--- config.mk ---
export PLATFORM = sky130hd
export DESIGN_NAME = pvc_calibration
export DESIGN_NICKNAME = d
export VERILOG_FILES = /design/src/pvc_pkg.sv /design/src/pvc_calibration.sv
export SDC_FILE = /design/constraint.sdc
export NUM_CORES = 1
export LEC_CHECK = 0
export BUFFER_PORTS_ARGS = -buffer_cell sky130_fd_sc_hd__buf_4
export CAP_MARGIN = 20
export CORE_AREA = 8 8 58 96
export CTS_BUF_LIST = sky130_fd_sc_hd__clkbuf_4 sky130_fd_sc_hd__clkbuf_8 sky130_fd_sc_hd__clkbuf_16
export DETAILED_ROUTE_END_ITERATION = 10
export DIE_AREA = 0 0 66 104
export HOLD_SLACK_MARGIN = 0.03
export PLACE_DENSITY = 0.83
export SLEW_MARGIN = 0
export SYNTH_ARGS = -nofsm -noshare
export SYNTH_HDL_FRONTEND = slang
export SYNTH_SLANG_ARGS = --single-unit
--- constraint.sdc ---
create_clock -name clk_in -period 6.3 [get_ports clk_in]
set_clock_uncertainty 0.15 [all_clocks]
set_input_delay 0.63 -clock clk_in [delete_from_list [all_inputs] [get_ports clk_in]]
set_output_delay 0.63 -clock clk_in [all_outputs]
set_load 0.02 [all_outputs]
--- src/pvc_pkg.sv ---
package pvc_pkg;

    // ------------------------------------------------------------
    // Register offsets
    // ------------------------------------------------------------
    localparam logic [7:0] OSC_TRIM_OFS      = 8'h59;
    localparam logic [7:0] SYNTH_RESET_OFS   = 8'h5c;
    localparam logic [7:0] CAL_CONTROL_OFS   = 8'h5d;
    localparam logic [7:0] CAL_STATUS_OFS    = 8'h5e;

    // ------------------------------------------------------------
    // Reset values and field positions
    // ------------------------------------------------------------
    localparam logic [6:0] TRIM_RST          = 7'h00;
    localparam logic       SYNTH_RESET_RST   = 1'b0;
    localparam logic [2:0] SETTLE_SEL_RST    = 3'h4;
    localparam logic       CAL_ENABLE_RST    = 1'b0;
    localparam int         SETTLE_LSB        = 4;
    localparam int         SETTLE_MSB        = 6;
    localparam int         CAL_ENABLE_BIT    = 0;
    localparam int         SYNTH_RESET_BIT   = 0;
    localparam int         CAL_DONE_BIT      = 0;

    // ------------------------------------------------------------
    // Search and timing
    // ------------------------------------------------------------
    localparam logic [6:0] TRIM_MIDSCALE     = 7'h40;
    localparam logic [2:0] TRIM_TOP_BIT      = 3'h6;
    localparam int         SETTLE_BASE_CYC   = 16;
    localparam int         SETTLE_CNT_W      = 12;

    typedef enum logic [1:0]
    {
        PVC_IDLE   = 2'b00,
        PVC_SETTLE = 2'b01,
        PVC_EVAL   = 2'b11
    } pvc_state_e;

endpackage

--- src/pvc_calibration.sv ---
// Function
// - Seven-bit trim in bits 6:0, written by the search and by software.
// - Three-bit settle select in bits 6:4, reset 0x4; larger means longer wait.
// - With enable set, search starts when synthesizer reset is written from 1 to 0.
// - Search tunes trim so the oscillator frequency is centred.
// - Done bit 0 reads 1 after search ends or is skipped; resets to 0.
module pvc_calibration
#(
    parameter int SETTLE_BASE = pvc_pkg::SETTLE_BASE_CYC
)
(
    // Clock and reset
    input  wire logic        clk_in,
    input  wire logic        arst_n_in,
    // Register port
    input  wire logic [7:0]  reg_addr_in,
    input  wire logic        reg_wr_in,
    input  wire logic        reg_rd_in,
    input  wire logic [7:0]  reg_wdata_in,
    output logic      [7:0]  reg_rdata_out,
    // Oscillator side
    input  wire logic        osc_fast_in,
    output logic      [6:0]  osc_trim_out,
    output logic             synth_reset_out,
    output logic             cal_busy_out,
    output logic             cal_done_out
);

    // ------------------------------------------------------------
    // Register decode
    // ------------------------------------------------------------
    logic                     wr_trim;
    logic                     wr_reset;
    logic                     wr_ctrl;
    logic                     synth_reset_r;
    logic [2:0]               settle_sel_r;
    logic                     cal_enable_r;
    logic [6:0]               trim_r;
    logic                     done_r;
    logic [2:0]               bit_idx_r;
    logic [pvc_pkg::SETTLE_CNT_W-1:0] settle_cnt_r;
    logic [pvc_pkg::SETTLE_CNT_W-1:0] settle_lim;
    logic                     start;
    logic                     release_reset;
    logic                     settle_end;
    logic                     hold_reset;
    pvc_pkg::pvc_state_e      state_r;

    assign wr_trim  = reg_wr_in && (reg_addr_in == pvc_pkg::OSC_TRIM_OFS);
    assign wr_reset = reg_wr_in && (reg_addr_in == pvc_pkg::SYNTH_RESET_OFS);
    assign wr_ctrl  = reg_wr_in && (reg_addr_in == pvc_pkg::CAL_CONTROL_OFS);

    // Only a 1-to-0 transition of the reset bit counts as a release
    assign release_reset = wr_reset && synth_reset_r
                           && !reg_wdata_in[pvc_pkg::SYNTH_RESET_BIT];
    assign start         = release_reset && cal_enable_r;
    // Next value of the reset bit: an abort acts at its write, not a cycle later
    assign hold_reset    = wr_reset ? reg_wdata_in[pvc_pkg::SYNTH_RESET_BIT]
                                    : synth_reset_r;

    // ------------------------------------------------------------
    // Synthesizer reset and calibration control
    // ------------------------------------------------------------
    always_ff @(posedge clk_in or negedge arst_n_in)
    begin
        if (!arst_n_in)
        begin
            synth_reset_r <= pvc_pkg::SYNTH_RESET_RST;
        end
        else if (wr_reset)
        begin
            synth_reset_r <= reg_wdata_in[pvc_pkg::SYNTH_RESET_BIT];
        end
    end

    // Control is taken at any time; keeping it still outside reset is up to software
    always_ff @(posedge clk_in or negedge arst_n_in)
    begin
        if (!arst_n_in)
        begin
            settle_sel_r <= pvc_pkg::SETTLE_SEL_RST;
            cal_enable_r <= pvc_pkg::CAL_ENABLE_RST;
        end
        else if (wr_ctrl)
        begin
            settle_sel_r <= reg_wdata_in[pvc_pkg::SETTLE_MSB:pvc_pkg::SETTLE_LSB];
            cal_enable_r <= reg_wdata_in[pvc_pkg::CAL_ENABLE_BIT];
        end
    end

    // ------------------------------------------------------------
    // Search state machine
    // ------------------------------------------------------------
    // Wait doubles per settle step: base, 2x base ... 128x base
    assign settle_lim = SETTLE_BASE[pvc_pkg::SETTLE_CNT_W-1:0] << settle_sel_r;
    assign settle_end = (settle_cnt_r == settle_lim - 1'b1);

    always_ff @(posedge clk_in or negedge arst_n_in)
    begin
        if (!arst_n_in)
        begin
            state_r      <= pvc_pkg::PVC_IDLE;
            bit_idx_r    <= pvc_pkg::TRIM_TOP_BIT;
            settle_cnt_r <= '0;
        end
        else if (hold_reset)
        begin
            // Setting the reset bit aborts a running search at once
            state_r      <= pvc_pkg::PVC_IDLE;
            settle_cnt_r <= '0;
        end
        else
        begin
            case (state_r)
                pvc_pkg::PVC_IDLE:
                begin
                    if (start)
                    begin
                        state_r      <= pvc_pkg::PVC_SETTLE;
                        bit_idx_r    <= pvc_pkg::TRIM_TOP_BIT;
                        settle_cnt_r <= '0;
                    end
                end
                pvc_pkg::PVC_SETTLE:
                begin
                    settle_cnt_r <= settle_cnt_r + 1'b1;
                    if (settle_end)
                    begin
                        state_r <= pvc_pkg::PVC_EVAL;
                    end
                end
                pvc_pkg::PVC_EVAL:
                begin
                    settle_cnt_r <= '0;
                    if (bit_idx_r == 3'h0)
                    begin
                        state_r <= pvc_pkg::PVC_IDLE;
                    end
                    else
                    begin
                        state_r   <= pvc_pkg::PVC_SETTLE;
                        bit_idx_r <= bit_idx_r - 1'b1;
                    end
                end
                default:
                begin
                    state_r <= pvc_pkg::PVC_IDLE;
                end
            endcase
        end
    end

    // ------------------------------------------------------------
    // Frequency trim
    // ------------------------------------------------------------
    // Engine owns the trim while busy; a software write then is dropped
    always_ff @(posedge clk_in or negedge arst_n_in)
    begin
        if (!arst_n_in)
        begin
            trim_r <= pvc_pkg::TRIM_RST;
        end
        else if (start)
        begin
            trim_r <= pvc_pkg::TRIM_MIDSCALE;
        end
        else if (state_r == pvc_pkg::PVC_EVAL && !hold_reset)
        begin
            // Successive approximation: drop the bit if too fast, try the next one
            if (osc_fast_in)
            begin
                trim_r[bit_idx_r] <= 1'b0;
            end
            if (bit_idx_r != 3'h0)
            begin
                trim_r[bit_idx_r - 1'b1] <= 1'b1;
            end
        end
        else if (wr_trim && state_r == pvc_pkg::PVC_IDLE)
        begin
            trim_r <= reg_wdata_in[6:0];
        end
    end

    // ------------------------------------------------------------
    // Done flag
    // ------------------------------------------------------------
    always_ff @(posedge clk_in or negedge arst_n_in)
    begin
        if (!arst_n_in)
        begin
            done_r <= 1'b0;
        end
        else if (release_reset)
        begin
            done_r <= !cal_enable_r;
        end
        // An abort in the last eval cycle cancels that eval, so no done is reported
        else if (state_r == pvc_pkg::PVC_EVAL && bit_idx_r == 3'h0 && !hold_reset)
        begin
            done_r <= 1'b1;
        end
        else if (wr_reset && reg_wdata_in[pvc_pkg::SYNTH_RESET_BIT])
        begin
            done_r <= 1'b0;
        end
    end

    // ------------------------------------------------------------
    // Read back
    // ------------------------------------------------------------
    always_ff @(posedge clk_in or negedge arst_n_in)
    begin
        if (!arst_n_in)
        begin
            reg_rdata_out <= 8'h00;
        end
        else if (reg_rd_in)
        begin
            case (reg_addr_in)
                pvc_pkg::OSC_TRIM_OFS:    reg_rdata_out <= {1'b0, trim_r};
                pvc_pkg::SYNTH_RESET_OFS: reg_rdata_out <= {7'h00, synth_reset_r};
                pvc_pkg::CAL_CONTROL_OFS: reg_rdata_out <= {1'b0, settle_sel_r, 3'h0,
                                                            cal_enable_r};
                pvc_pkg::CAL_STATUS_OFS:  reg_rdata_out <= {7'h00, done_r};
                default:                  reg_rdata_out <= 8'h00;
            endcase
        end
    end

    assign osc_trim_out    = trim_r;
    assign synth_reset_out = synth_reset_r;
    assign cal_busy_out    = (state_r != pvc_pkg::PVC_IDLE);
    assign cal_done_out    = done_r;

endmodule

==> metrics.txt <==
run status finished clean; antenna viol nets, final 0; Seq/Total Area, Yosys 0.370; Synth Area in Adders 0.0399; post-synthesis mux area share 0.0718; most frequent cells in the layout buf_4 (36), dfrtp_1 (34), nand2_1 (24), nor2_1 (22), inv_1 (15); setup repair after global routing missed its margin no; hold slack 0.142 ns; startpoint types primary input; Inst Count DP 348; Hold Buf Count CTS 0; Post-Synth XOR/XNOR Area 0.0454; fraction of registers with async set/reset 1.00; CTS Buf Count 5; H-tree levels 2; leading area contributor after synthesis dfrtp_1; Reg2Reg Launch Point settle_sel_r[0]$_DFFE_PN0P_; CP peak stage delay 0.58 ns; top post-synthesis cells by area dfrtp_1 (34%), ha_1 (4.0%), xnor2_1 (3.8%), mux2i_1 (3.6%), nand2_1 (3.6%); Final Cell Area 2850 um^2; hold crit path type primary input to async pin; Clock Latency Late Sink 0.29 ns; number of antenna cells inserted 0; final core utilization 0.659; Initial DRT Pass Iterations 4; critical path peak fanout 17; CP max-delay cell mux2i_4; Period minus WS final 3.16 ns; largest family of logic cells by synthesized area simple AND/OR/NAND/NOR gates; final period utilization 0.501; Fin Setup TNS 0 ns; Worst Path Required 6.33 ns; max-cap violations 0; # clock sinks 37; FMAX 0.317 GHz; initial drt markers 60; Synth Area in Compound Gates 0.188; CTS resizes 0; row cnt 32; PnR Total Power 0.955 mW; die height 104 um; final worst slack 3.14 ns; reg2reg end state_r[0]$_DFFE_PN0P_; P per Cell Area 335 nW/um^2; Nets 333; r2r setup slk 3.36 ns; Net Count, Synth 307; Final Max Slew Viols 0; Netlist cell types 64; crit path kind primary input to flip-flop; fill count 353; Post-CTS Repair Setup Buffers 0; Vias 2,183; Final GP Congestion 0.890; worst path cell trace buf_4 -> nand4bb_2 -> nor3_4 -> mux2i_4 -> nand2_2 -> or4b_1 -> a311o_1; Max VDD drop 0.215 mV; global-route wire length before repair 10,400 um; Setup violations, final 0; I/O Pins 39; total grt overflow 0; Leakage 1.28 nW; relative slew slack 0.476; Die Width 66 um; area of the multi-input gates 1440 um^2; CP arrival 3.19 ns; dpl hpwl 4570 um; Worst Setup SP reg_addr_in[7]; final std cells w/o fill 356; FF+latch count, synth 37; Area Overhead vs Synth 13.6%; final hold vios 0; share of the synthesized area in the top cell type 0.339; syn_area_per_cell 9.03 um^2; Core Region 4320 um^2; largest net degree at the start of global routing 38; clk slew on worst S/H paths 0.07 ns; Avg WL per Cell 17.2 um; mapped cell area 2510 um^2; Worst Setup End Kind flip-flop; reg2reg path depth 8; number of flops mapped to enable cells by yosys 0; Max clock buf depth 2; Worst setup endpoint osc_trim_out[6]$_DFFE_PN0P_; Root Driver clkbuf_8; vias per cell 6.13; dpl ws 2.83 ns; gr usage total 0.188; Die Area 6860 um^2; post-synthesis instance total 278; Synth Warn # 0; slew at the pin closest to its max-slew limit 0.786 ns; Residual DRC 0; TritonCTS clock tree yes; Total Routed Length 6110 um; most common cell after layout, fill and taps aside buf_4; layout cell share with drive strength beyond 1 0.210; Simple-Gate Fraction of Synth Area 0.229; IO Port Bufs 36; Initial Util 0.580; antenna violations before repair 0; Register Area 930 um^2; ys flop type dfrtp_1; vias in the first global route 2,205; DP Area 2760 um^2
## sequential cells by signal (all words and copies together), names as in the netlist
register and flops:
bit_idx_r 3, cal_done_out 1, cal_enable_r 1, osc_trim_out 7, reg_rdata_out 7, settle_cnt_r 12
settle_sel_r 3, state_r 2, synth_reset_out 1
## critical path: cells and delay by family
kind | cells | cell delay [ns]
simple gates | 4 | 1.50
mux | 1 | 0.58
compound gates | 1 | 0.35
buf+inv | 1 | 0.11
## final cells by class
| class | instances | area share |
|---|---|---|
| clock inverters | 2 | 0.00351 |
| repair buffers | 36 | 0.0948 |
| inverters | 15 | 0.0198 |
| clock buffers | 6 | 0.0268 |
| well taps | 51 | 0.0224 |
| flip-flops and latches | 37 | 0.326 |
| multi-input cells | 209 | 0.507 |
## cells by family after synthesis
kind of cell / after synthesis
buffers and inverters: 32
XOR/XNOR: 13
adder cells (fa/ha/maj): 8
AND/OR/NAND/NOR: 101
AO/OA/AOI/OAI: 70
flip-flops: 37
other: 1
multiplexers: 16
## worst min-delay path by stage
stage                                   end  slack (ns)  cells after the start                    startpoint
3_3_place_gp   reg_rdata_out[3]$_DFFE_PN0P_        0.36                      2  reg_rdata_out[3]$_DFFE_PN0P_
2_1_floorplan      bit_idx_r[0]$_DFFE_PN0P_        0.18                      0                     arst_n_in
3_5_place_dp   reg_rdata_out[6]$_DFFE_PN0P_        0.37                      2  reg_rdata_out[6]$_DFFE_PN0P_
6_report       reg_rdata_out[3]$_DFFE_PN0P_        0.14                      1                     arst_n_in
5_1_grt        reg_rdata_out[3]$_DFFE_PN0P_        0.16                      1                     arst_n_in
4_1_cts        reg_rdata_out[3]$_DFFE_PN0P_        0.15                      1                     arst_n_in
## cells in the mapped netlist, types with 2 or more instances
library cell  count
a211oi_1         11
a21oi_1          14
a31oi_1           4
a41o_1            2
and2_1            2
and3_1            6
and4_1            2
buf_2            10
clkbuf_1          6
dfrtp_1          34
dfstp_2           3
ha_1              8
inv_1            15
mux2_2            6
mux2i_1           9
nand2_1          24
nand2b_1          3
nand3_1          14
nand4_1           2
nor2_1           22
nor2b_1           4
nor3_1            3
nor3b_1           2
o2111ai_1         2
o211ai_1          2
o21ai_0          13
o221ai_1          2
o22ai_1           5
or3_1             2
xnor2_1          11
xor2_1            2
## power breakdown
| part | internal (mW) | total (mW) | switching [mW] |
|---|---|---|---|
| logic | 0.173 | 0.441 | 0.268 |
| clock network | 0.0810 | 0.166 | 0.0852 |
| registers | 0.285 | 0.349 | 0.0640 |
## metal layers
| layer | vias up | global-route usage | part of all wire |
|---|---|---|---|
| met1 | 1045 | 0.195 | 0.38 |
| li1 | 1058 | - | - |
| met3 | 17 | 0.0334 | 0.051 |
| met4 | 0 | 0.103 | 0.034 |
| met5 | - | 0 | 0 |
| met2 | 63 | 0.337 | 0.53 |
Note: power is estimated with default switching activity, not from simulation.
